[src/common/andc_pkg.sv]
package andc_pkg;

  // ----------------------------------------------------------------
  // Register map and fields
  // ----------------------------------------------------------------
  localparam logic [5:0] OFF_CORR = 6'h0A;
  localparam logic [5:0] OFF_ANT  = 6'h0D;

  localparam logic [7:0] CORR_RESET   = 8'h07;
  localparam logic [3:0] THRESH_RESET = 4'h7;
  localparam logic [3:0] CORR_UP_RST  = 4'h0;
  localparam logic       DIV_RESET    = 1'b0;
  localparam logic       SWEN_RESET   = 1'b0;
  localparam logic       FLAG_RESET   = 1'b0;
  localparam logic [1:0] CHOICE_RESET = 2'h3;

  localparam int FLAG_BIT  = 7;
  localparam int DIV_BIT   = 3;
  localparam int SWEN_BIT  = 2;
  localparam int CHOICE_HI = 1;
  localparam int CHOICE_LO = 0;
  localparam int THRESH_HI = 3;

  localparam logic [1:0] CHOICE_ANT1 = 2'h1;
  localparam logic [1:0] CHOICE_ANT0 = 2'h2;

  // ----------------------------------------------------------------
  // Timing
  // ----------------------------------------------------------------
  localparam int CLK_NS    = 10;
  localparam int DWELL_NS  = 4000;
  localparam int DWELL_CYC = (DWELL_NS + CLK_NS - 1) / CLK_NS;
  localparam logic [8:0] DWELL_LAST = 9'(DWELL_CYC - 1);

  // ----------------------------------------------------------------
  // Types
  // ----------------------------------------------------------------
  typedef enum logic [2:0] {
    ST_SLEEP, ST_IDLE_OFF, ST_SYNTH_ON, ST_RX_LISTEN, ST_RX_BUSY, ST_TX_BUSY
  } andc_trx_t;

  typedef struct packed {
    andc_trx_t state;
    logic      preamble_hit;
    logic      frame_done;
  } andc_rx_ev_t;

  typedef struct packed {
    logic [5:0] addr;
    logic [7:0] wdata;
    logic       wr;
    logic       rd;
  } andc_req_t;

  typedef struct packed {
    logic switch_line_a;
    logic switch_line_b;
    logic oe;
  } andc_pins_t;

endpackage

[src/design/andc_search.sv]
module andc_search import andc_pkg::*; (
  // Clock and reset
  input  wire logic clk_sys,
  input  wire logic rstn,
  // Control and receiver events
  input  wire logic run,
  input  wire logic preamble_hit,
  input  wire logic frame_done,
  // Search result
  output logic      ant_q,
  output logic      locked,
  output logic      lock_pulse_q
);

  typedef enum logic {SRCH, LOCK} andc_srch_t;

  andc_srch_t state_q;
  logic [8:0] cnt_q;
  logic       tick;

  assign tick   = run && (state_q == SRCH) && (cnt_q == DWELL_LAST);
  assign locked = (state_q == LOCK);

  // Dwell divider, restarts on every hop
  always_ff @(posedge clk_sys or negedge rstn) begin
    if (!rstn) begin
      cnt_q <= 9'h000;
    end else if (!run || state_q != SRCH || tick) begin
      cnt_q <= 9'h000;
    end else begin
      cnt_q <= cnt_q + 9'h001;
    end
  end

  always_ff @(posedge clk_sys or negedge rstn) begin
    if (!rstn) begin
      state_q <= SRCH;
    end else if (!run) begin
      state_q <= SRCH; // RL5
    end else begin
      case (state_q)
        SRCH: if (preamble_hit) state_q <= LOCK; // RL2
        LOCK: if (frame_done) state_q <= SRCH; // RL3
        default: state_q <= SRCH;
      endcase
    end
  end

  // A hit in the same cycle as a hop keeps the antenna that saw it
  always_ff @(posedge clk_sys or negedge rstn) begin
    if (!rstn) begin
      ant_q <= 1'b0;
    end else if (tick && !preamble_hit) begin
      ant_q <= ~ant_q; // RL2
    end
  end

  always_ff @(posedge clk_sys or negedge rstn) begin
    if (!rstn) begin
      lock_pulse_q <= 1'b0;
    end else begin
      lock_pulse_q <= run && (state_q == SRCH) && preamble_hit;
    end
  end
endmodule

[src/design/andc_top.sv]
// Behaviour
// RL1 - Autonomous two-antenna search runs only while diversity enable is set.
// RL2 - Search locks on antenna seeing a preamble, else alternates antennas.
// RL3 - After a frame completes, search resumes on both antennas alternately.
// RL4 - Chosen-antenna flag holds last frame's value, updates on new lock.
// RL5 - Auto choice kept until new search, leaving receive, or static write.
// RL6 - Transmission uses the static antenna choice field.
// RL7 - With diversity disabled, antenna comes only from static choice field.
// RL8 - Static value 1 selects antenna 1: line A low, line B high.
// RL9 - Static value 2 selects antenna 0: line A high, B low; 3 default.
// RL10 - Static change reaches pins only in synth-on, receive and transmit states.
// RL11 - Switch drive enable drives complementary line pair in every state.
// RL12 - Switch drive disabled holds both lines low.
// RL13 - Flag reads 0 for antenna 0, 1 for antenna 1.
// RL14 - Software sets switch drive enable together with diversity enable.
// RL15 - On disabling switch drive, software clears diversity and writes 3.
// RL16 - Software sets threshold 3 with diversity, 7 otherwise.
// RL17 - Software never enables switch drive and frame stamp pin together.
// RL18 - Software should disable switch drive outside receive and transmit.
// RL19 - Software reads chosen-antenna flag after frame-start interrupt.
// RL20 - Search runs autonomously in basic and extended modes.
// RL21 - Reserved antenna register bits read zero and ignore writes.
module andc_top import andc_pkg::*; (
  // Clock and reset
  input  wire logic        clk_sys,
  input  wire logic        rstn,
  // Register port
  input  wire andc_req_t   req,
  output logic [7:0]       reg_rdata_q,
  // Receiver state and events
  input  wire andc_rx_ev_t rx_ev,
  // Receiver correlator setting
  output logic [3:0]       correlator_threshold_q,
  // External RF switch lines
  output andc_pins_t       pins_q
);

  // ----------------------------------------------------------------
  // Declarations
  // ----------------------------------------------------------------
  logic [3:0] corr_up_q;
  logic       div_en_q;
  logic       sw_en_q;
  logic [1:0] choice_q;
  logic [1:0] applied_q;
  logic       override_q;
  logic       chosen_q;
  logic       eng_ant;
  logic       eng_locked;
  logic       lock_pulse;
  logic       rx_state;
  logic       active_state;
  logic       eng_run;
  logic       auto_sel;
  logic       static_bit;
  logic       sel_ant;
  logic       wr_corr;
  logic       wr_ant;
  logic       choice_change;
  logic [7:0] rd_d;
  andc_pins_t pins_d;

  assign rx_state     = (rx_ev.state == ST_RX_LISTEN) || (rx_ev.state == ST_RX_BUSY);
  assign active_state = rx_state || (rx_ev.state == ST_SYNTH_ON)
                        || (rx_ev.state == ST_TX_BUSY);

  // ----------------------------------------------------------------
  // Register writes
  // ----------------------------------------------------------------
  always_comb begin
    wr_corr = 1'b0;
    wr_ant  = 1'b0;
    if (req.wr && req.addr == OFF_CORR) begin
      wr_corr = 1'b1;
    end else if (req.wr && req.addr == OFF_ANT) begin
      wr_ant = 1'b1;
    end
  end

  assign choice_change = wr_ant && (req.wdata[CHOICE_HI:CHOICE_LO] != choice_q);

  // Threshold is software's to manage; no automatic retune
  always_ff @(posedge clk_sys or negedge rstn) begin
    if (!rstn) begin
      correlator_threshold_q <= THRESH_RESET;
      corr_up_q              <= CORR_UP_RST;
    end else if (wr_corr) begin
      correlator_threshold_q <= req.wdata[THRESH_HI:0];
      corr_up_q              <= req.wdata[7:4];
    end
  end

  // Flag bit and reserved bits are not stored from writes
  always_ff @(posedge clk_sys or negedge rstn) begin
    if (!rstn) begin
      div_en_q <= DIV_RESET;
      sw_en_q  <= SWEN_RESET;
      choice_q <= CHOICE_RESET;
    end else if (wr_ant) begin
      div_en_q <= req.wdata[DIV_BIT];
      sw_en_q  <= req.wdata[SWEN_BIT];
      choice_q <= req.wdata[CHOICE_HI:CHOICE_LO]; // RL21
    end
  end

  // ----------------------------------------------------------------
  // Static choice as seen by the pins
  // ----------------------------------------------------------------
  // Writes while idle are parked until the synthesizer is up
  always_ff @(posedge clk_sys or negedge rstn) begin
    if (!rstn) begin
      applied_q <= CHOICE_RESET;
    end else if (active_state) begin
      applied_q <= choice_q; // RL10
    end
  end

  // Only 1 means antenna 1; 2, and the reserved or default codes, mean antenna 0
  always_comb begin
    static_bit = 1'b0;
    if (applied_q == CHOICE_ANT1) begin
      static_bit = 1'b1; // RL8
    end else if (applied_q == CHOICE_ANT0) begin
      static_bit = 1'b0; // RL9
    end
  end

  // ----------------------------------------------------------------
  // Manual override of a locked antenna
  // ----------------------------------------------------------------
  // Set wins over the lock that would release it
  always_ff @(posedge clk_sys or negedge rstn) begin
    if (!rstn) begin
      override_q <= 1'b0;
    end else if (choice_change) begin
      override_q <= 1'b1; // RL5
    end else if (lock_pulse || !rx_state) begin
      override_q <= 1'b0; // RL5
    end
  end

  // ----------------------------------------------------------------
  // Search engine
  // ----------------------------------------------------------------
  // Needs no host traffic once enabled
  assign eng_run = div_en_q && rx_state; // RL1 RL20

  andc_search u_search (
    .clk_sys      (clk_sys),
    .rstn         (rstn),
    .run          (eng_run),
    .preamble_hit (rx_ev.preamble_hit),
    .frame_done   (rx_ev.frame_done),
    .ant_q        (eng_ant),
    .locked       (eng_locked),
    .lock_pulse_q (lock_pulse)
  );

  // ----------------------------------------------------------------
  // Antenna selection and pin drive
  // ----------------------------------------------------------------
  // Transmit and idle states fall back to the static field
  assign auto_sel = div_en_q && rx_state && !override_q; // RL6 RL7
  assign sel_ant  = auto_sel ? eng_ant : static_bit;

  always_comb begin
    pins_d.oe            = sw_en_q; // RL11
    pins_d.switch_line_a = sw_en_q && !sel_ant; // RL11
    pins_d.switch_line_b = sw_en_q && sel_ant; // RL11
  end

  // Disabled lines are parked low, standing in for the pull-downs
  always_ff @(posedge clk_sys or negedge rstn) begin
    if (!rstn) begin
      pins_q <= '0;
    end else begin
      pins_q <= pins_d; // RL12
    end
  end

  // ----------------------------------------------------------------
  // Chosen-antenna flag
  // ----------------------------------------------------------------
  // Frame end does not clear it; with diversity on only a fresh lock moves it, with it off it follows the static choice
  always_ff @(posedge clk_sys or negedge rstn) begin
    if (!rstn) begin
      chosen_q <= FLAG_RESET;
    end else if (!div_en_q) begin
      chosen_q <= static_bit; // RL13
    end else if (lock_pulse) begin
      chosen_q <= eng_ant; // RL4
    end
  end

  // ----------------------------------------------------------------
  // Register reads
  // ----------------------------------------------------------------
  always_comb begin
    rd_d = 8'h00;
    if (req.addr == OFF_CORR) begin
      rd_d = {corr_up_q, correlator_threshold_q};
    end else if (req.addr == OFF_ANT) begin
      rd_d = {chosen_q, 3'h0, div_en_q, sw_en_q, choice_q}; // RL21
    end
  end

  // Data valid only in the cycle after the strobe
  always_ff @(posedge clk_sys or negedge rstn) begin
    if (!rstn) begin
      reg_rdata_q <= 8'h00;
    end else if (req.rd) begin
      reg_rdata_q <= rd_d;
    end else begin
      reg_rdata_q <= 8'h00;
    end
  end
endmodule

[config.mk]
export PLATFORM = sky130hd
export DESIGN_NAME = andc_top
export DESIGN_NICKNAME = d
export VERILOG_FILES = /design/src/common/andc_pkg.sv /design/src/design/andc_search.sv /design/src/design/andc_top.sv
export SDC_FILE = /design/constraint.sdc
export NUM_CORES = 1
export LEC_CHECK = 0
export ABC_AREA = 1
export ABC_CLOCK_PERIOD_IN_PS = 3400
export BUFFER_PORTS_ARGS = -buffer_cell sky130_fd_sc_hd__buf_2
export CORE_MARGIN = 2
export CORE_UTILIZATION = 57
export DETAILED_ROUTE_END_ITERATION = 16
export PLACE_DENSITY = 0.86
export SYNTH_ARGS = -nofsm -noshare
export SYNTH_HDL_FRONTEND = slang
export SYNTH_HIERARCHICAL = 1
export SYNTH_SLANG_ARGS = --single-unit
[constraint.sdc]
create_clock -name clk_sys -period 3.4 [get_ports clk_sys]
set_clock_uncertainty 0.2 [all_clocks]
set_input_delay 0.34 -clock clk_sys [delete_from_list [all_inputs] [get_ports clk_sys]]
set_output_delay 0.34 -clock clk_sys [all_outputs]
set_load 0.1 [all_outputs]
Word level (Yosys, flattened, before mapping) --
Index checks and enable logic that the tools add are counted. Widths: inputs -> output; s select.
Cells by class: add/sub/neg operators 1, multiply operators 0, divide/modulo/power cells 0, $lt $le $gt $ge 0, eq/ne operators 10, shifts and indexed selects 0, multiplexer cells 17, bitwise logic cells 2, reductions and logical operators 23
Operators by type and width (number):
- $mux 8 | 3
- $eq 6x4->1 const B | 2
- $mux 1 | 12
- $logic_and 1x1->1 | 11
- $add 9x1->9 const B | 1
- $eq 9x9->1 const B | 1
- $mux 9 | 1
- $eq 3x2->1 const B | 2
- $eq 3x3->1 const B | 2
- $logic_or 1x1->1 | 6
- $logic_not 1->1 | 5
- $eq 2x1->1 const B | 1
- $ne 2x1->1 const B | 1
- $ne 2x2->1 | 1
- $not 1->1 | 2
- $pmux 1 s2 | 1
- $reduce_bool 2->1 | 1
Storage, ports and cells: register bits after elaboration 39, bits in latches 0, bits in writable memories 0, memory bits (read-only) 0, bits of input ports 23, output and inout bits 15, word-level logic and storage cells 69, memories kept 0

Logic depth before layout (Yosys ltp) --
Gate-level depths: netlist of the first run.
word-level depth 7, gate-level depth with buffers 8, depth with buffers taken out 8

By module --
The synthesis of the first run kept the hierarchy.
By module, submodules not included:
- andc_top | instances 1, cells an instance 130, area each 1161.1 sq um, seq. area each 684.4 sq um
- andc_search | instances 1, cells an instance 81, area each 639.4 sq um, seq. area each 300.3 sq um

Worst setup path after synthesis of the first run --
No wires, ideal clock.
kind flip-flop to flip-flop, start register correlator_threshold_q[3], end register reg_rdata_q[3], setup time 84 ps, data arrival time 1181 ps, data required time 3116 ps, path slack 1935 ps, stages on the path, launching flop included 3, path buffers 0, period minus slack after synthesis 1465 ps, cell sequence dfrtp_1 -> inv_1 -> o21ai_0
Between the ends: word-level cells in the longest chain between the ends 2
Ends and longest elaborated chain:
- start, declared | RTL line andc_top.sv:33 | output logic [3:0] correlator_threshold_q,
- start signal, assigned | RTL line andc_top.sv:88 | correlator_threshold_q <= req.wdata[THRESH_HI:0];
- $mux 8 | RTL line andc_top.sv:200 | if (req.addr == OFF_CORR) begin
- $mux 8 | RTL line andc_top.sv:211 | end else if (req.rd) begin
- end signal, assigned | RTL line andc_top.sv:212 | reg_rdata_q <= rd_d;
- end, declared | RTL line andc_top.sv:29 | output logic [7:0] reg_rdata_q,
No other way between the ends. A chain may end at the register's enable or synchronous reset.

Final worst setup path of the first run --
start register correlator_threshold_q[1], end output correlator_threshold_q[1]
No word-level cell between the ends.

==> metrics, run 1 <==
run status=finished, final reports clean; share of the synthesized area in the top cell type=between 40% and 50%; critical-path cell list=buf_2; post-synth cell types=26; fin nets=between 200 and 300; Die ar.=0.00362 mm^2; n_diodes=0; Most used DFF post-synth=dfrtp_1; initial antenna violation count=0; fmax=0.535 GHz; drt via density=4.89; placed cell area=a little over 0.002 mm^2; boundary pin count=38; grt ovf=0; Reg clk slew, reported paths=around 110 ps; worst hold path class=input pin to register; GRT Overall Usage=between 10% and 20%; Worst-Skew Late Latency=340 ps; VDD IR-drop max=314 uV; max_slew headroom=45.3%; Sink Count=39; Synth async-reset ratio=100%; Worst-Margin Slew=820 ps; Die Span X=60.2 um; number of buffers created by CTS=5; Worst path top cell family by delay=flip-flops; Setup crit end kind=output port; Rows=20; initial cell density of the core=~59%; number of global-route vias before repair=1332; reg2reg path depth=7; final setup fails=0; clock root buffer master=clkbuf_4; RSZ-0062 raised after global routing=no; largest net degree at the start of global routing=40; post-synth top area cell=dfrtp_1; Area Growth Syn to Fin=19.0%; DR pass1 iterations=4; Cell Area, Synth=0.00180 mm^2; P_leak=0.00115 uW; Port Buffer Count=37; largest cells by area after synthesis=dfrtp_1 (44%), dfstp_2 (10%), nand2_1 (8.3%); CP Data Required Time=2860 ps; Resized Gates After CTS=0; Critical Path Stages=1; Crit path buffers/inverters=1; max-slew violation count=0; Die Y=60.2 um; synthesized instance count=211; final hold vios=0; Core Box Area=~0.0030 mm^2; CTS H-Tree Depth=2; kind of critical path=register to output port; Post-Place Cells=between 200 and 300; critical path peak fanout=3; Remaining DRCs=0; Post-synth EDFFs=0; max-capacitance violation count=0; final cell count without fillers=301; # fillers=242; initial drt markers=26; wire per inst=10.7 um; first-pass GRT wire length=5160 um; R2R setup slack=1760 ps; register area share after synthesis=54.7%; Post-Syn Nets=about 240; Final HPWL DP=about 2400 um; Worst Hold Depth=3; Warnings, synthesis=6; Period Utilization, post-route=54.9%; design area=0.00214 mm^2; Synth Register Bits=39; gpl congestion=approximately 0.84; share of cells above drive strength 1=25.3%; Setup TNS=0 ps; Vias=about 1500; Max Root-Sink Buffers=2; pwr dens=507 mW/mm^2; Startpoint Class=register; CTS tree=built; crit path max-delay cell type=dfstp_2; Arr. time, crit path=1330 ps; Min Clock Period, post-route=roughly 1900 ps; Final ANT Viol Nets=0; crit-path max cell delay=about 560 ps; Mapped Avg Cell Area=between 8 and 9 um^2; final WL=3220 um
-- Yosys cell counts (2+ instances only) --
master,count
nor2_2,3
nand2_2,2
o21ai_0,16
nand2_1,40
dfrtp_1,32
nor2_1,31
xor2_1,2
inv_1,35
a21oi_1,9
nand4_1,6
dfstp_2,7
nand3_1,14
-- logic make-up after synthesis --
logic type      count (synthesis)  share of synthesized area [%]
buf+inv                        37                           7.78
fa+ha+maj                       1                          0.695
simple gates                  104                           27.8
compound gates                 27                           7.57
xor+xnor                        3                           1.46
flops                          39                           54.7
-- registers in the layout (all words and copies together), names as in the netlist --
name                    flops
applied_q                   2
choice_q                    2
chosen_q                    1
corr_up_q                   4
correlator_threshold_q      4
div_en_q                    1
override_q                  1
pins_q                      3
reg_rdata_q                 8
sw_en_q                     1
u_search/ant_q              1
u_search/cnt_q              9
u_search/lock_pulse_q       1
u_search/locked             1
-- placed cells by master (no fill, tap or decap), types with 2 or more instances in the layout --
cell type      synthesis  layout
o21ai_0               16      16
nand2_1               40      40
nand4_1                6       6
nor2_1                31      31
a21oi_1                9       9
nand3_1               14      14
nor2_2                 3       3
inv_1                 35      35
xor2_1                 2       2
dlygate4sd3_1          0       2
clkbuf_4               0       5
dfrtp_1               32      32
dfstp_2                7       7
buf_2                  1      37
nand2_2                2       2
-- path summary, 6_finish.rpt --
path	startpoint	endpoint
worst max-delay path	correlator_threshold_q[1]	correlator_threshold_q[1]
worst min-delay path	req[4]	sw_en_q
worst max register to register	div_en_q	u_search/ant_q
worst min register to register	sw_en_q	pins_q[0]
max in group asynchronous	rstn	u_search/cnt_q[7]
min in group asynchronous	rstn	pins_q[0]
-- power by group --
| group | internal (uW) | switching (uW) |
|---|---|---|
| Clock | 174 | 147 |
| Combinational | 50.5 | 179 |
| Sequential | 514 | 23.1 |
-- stage by stage --
stage	hold WS (ps)	setup slack [ps]	power (uW)	utilization, %
2_1_floorplan	-156	1940	715	-
3_3_place_gp	201	1840	768	67.2
3_5_place_dp	195	1760	775	67.2
4_1_cts	20.2	1510	1100	70.7
5_1_grt	19.7	1490	1140	70.7
6_report	33.0	1530	1090	70.7
-- tightest hold or removal path: cells and delay by family --
| kind | cells | cell delay [ps] |
|---|---|---|
| buf+inv | 1 | 100 |
| compound gates | 1 | 60 |
| simple gates | 1 | 50 |
-- repair_timing --
item,CTS,global route
setup buffers,0,0
endpoints found under the setup margin,0,0
hold buffers,2,0
hold endpoints to repair,33,0
-- final cells by class --
class	count	area, um^2	area share [%]
multi-input combinational	135	676	31.5
timing repair buffer	39	205	9.58
clock buffer	6	51.3	2.39
sequential	39	985	46.0
inverter	36	135	6.31
tap	44	55.1	2.57
clock inverter	2	35.0	1.64
-- per-layer routing --
metal / wire length [um] / share of wire, % / track usage, % / vias to the layer above
li1: - / - / - / 750
met5: 0 / 0 / 0 / -
met3: 193 / 6.0 / 6.71 / 7
met1: 1350 / 42 / 19.6 / 672
met2: 1610 / 50 / 37.6 / 42
met4: 54 / 1.7 / 8.25 / 0
Power figures use the tool's default switching activity.
==> inputs of run 2 (changes only) <==
--- a/config.mk
+++ b/config.mk
@@ -6,12 +6,12 @@
 export NUM_CORES = 1
 export LEC_CHECK = 0
 export ABC_AREA = 1
-export ABC_CLOCK_PERIOD_IN_PS = 3400
+export ABC_CLOCK_PERIOD_IN_PS = 1560
 export BUFFER_PORTS_ARGS = -buffer_cell sky130_fd_sc_hd__buf_2
 export CORE_MARGIN = 2
-export CORE_UTILIZATION = 57
+export CORE_UTILIZATION = 48
 export DETAILED_ROUTE_END_ITERATION = 16
-export PLACE_DENSITY = 0.86
+export PLACE_DENSITY = 0.77
 export SYNTH_ARGS = -nofsm -noshare
 export SYNTH_HDL_FRONTEND = slang
 export SYNTH_HIERARCHICAL = 1
==> constraint.sdc (replaced) <==
create_clock -name clk_sys -period 1.56 [get_ports clk_sys]
set_clock_uncertainty 0.2 [all_clocks]
set_input_delay 0.156 -clock clk_sys [delete_from_list [all_inputs] [get_ports clk_sys]]
set_output_delay 0.156 -clock clk_sys [all_outputs]
set_load 0.1 [all_outputs]
==> metrics, run 2 (synthesis gave the netlist of run 1 again) <==
Min Clock Period, post-route=1420 ps; Worst-Skew Late Latency=290 ps; first-pass GRT wire length=6130 um; pwr dens=1100 mW/mm^2; Post-Place Cells=298; final hold vios=0; n_diodes=0; placed cell area=0.00212 mm^2; crit-path max cell delay=about 430 ps; largest net degree at the start of global routing=18; Max Root-Sink Buffers=2; Remaining DRCs=0; run status=finished, final reports clean; fin nets=around 290; worst hold path class=input pin to register; max_slew headroom=67.5%; grt ovf=0; VDD IR-drop max=600 uV; RSZ-0062 raised after global routing=no; Die ar.=0.00426 mm^2; Crit path buffers/inverters=1; Reg clk slew, reported paths=70 ps; share of cells above drive strength 1=25.6%; final setup fails=0; clock root buffer master=clkbuf_8; Final ANT Viol Nets=0; design area=0.00236 mm^2; crit path max-delay cell type=buf_2; commonest non-fill, non-tap cell in the layout=nand2_1; # fillers=298; CTS H-Tree Depth=2; register cell area after layout=985 um^2; number of buffers created by CTS=5; largest register by flop count=u_search/cnt_q; Sink Count=39; Core Box Area=0.00363 mm^2; Port Buffer Count=37; Vias=about 1500; kind of critical path=register to output port; gpl congestion=0.744; initial cell density of the core=49.6%; drt via density=about 4.6; wire per inst=10.9 um; P_leak=0.00124 uW; Rows=22; critical path peak fanout=2; DR pass1 iterations=4; initial drt markers=74; final cell count without fillers=roughly 320; GRT Overall Usage=19.2%; Largest regs=u_search/cnt_q x9, reg_rdata_q x8; final WL=3460 um; fmax=0.703 GHz; Multi-input gate area=681 um^2; Startpoint Class=register; CTS tree=built; initial antenna violation count=0; boundary pin count=38; max reg flops=9; most frequent cells in the layout=nand2_1 (40), inv_1 (35), buf_2 (34); number of global-route vias before repair=between 1000 and 1500; Final HPWL DP=2570 um; Die Span X=65.2 um; final core occ=65.0%; pre-CTS WS=approximately 120 ps; critical-path cell list=buf_2; worst setup slack after layout=138 ps; max-capacitance violation count=0; max-slew violation count=0; Period Utilization, post-route=91.1%; CP Data Required Time=1200 ps; Worst-Margin Slew=slightly below 500 ps; Setup TNS=0 ps; Area Growth Syn to Fin=31.3%; Arr. time, crit path=about 1100 ps; Setup crit end kind=output port; Worst path top cell family by delay=buffers and inverters; Die Y=65.2 um
-- run 2: changes by cell type in the layout (fill, tap and decap cells not counted), sizes merged --
cell	change
dlygate4sd3	+10
buf	+3
-- run 2: per-stage QoR --
stage,total power [uW],hold slack [ps]
2_1_floorplan,1560,-340
3_3_place_gp,1730,-101
3_5_place_dp,1740,-105
4_1_cts,2620,59.9
5_1_grt,2720,99.9
6_report,2590,68.3
-- run 2: area by class of cell --
cell class / count / share of cell area [%]
clock buffers: 6 / 3.49
clock inverters: 2 / 1.48
inverters: 36 / 5.72
multi-input cells: 135 / 28.8
flip-flops and latches: 39 / 41.7
well taps: 48 / 2.54
repair buffers: 52 / 16.3
-- run 2: power by group --
part	total, uW	internal, uW	switching, uW
clock network	847	517	330
registers	1170	1120	52.4
logic	573	172	401
total	2590	1810	783
-- run 2: layer usage --
metal / global-route usage, % / vias to the layer above / part of all wire [%]
met4: 7.81 / 0 / 1.7
met2: 34.3 / 42 / 52
met3: 5.48 / 5 / 5.4
li1: - / 774 / -
met1: 21.5 / 639 / 41
met5: 0 / - / 0
-- run 2: final timing paths --
path	startpoint	endpoint	slack, ps	depth (start not counted)
worst max-delay path	correlator_threshold_q[3]	correlator_threshold_q[3]	140	1
worst min-delay path	rx_ev[4]	applied_q[0]	70	4
worst max register to register	div_en_q	u_search/ant_q	170	7
worst min register to register	sw_en_q	pins_q[0]	220	0
max in group asynchronous	rstn	correlator_threshold_q[1]	550	3
min in group asynchronous	rstn	pins_q[2]	110	2
-- run 2: what timing repair did --
action	in CTS	in global routing
setup endpoints to repair	0	9
hold buffers	12	0
buffers inserted	0	0
resized for setup	0	1
endpoints found under the hold margin	55	0
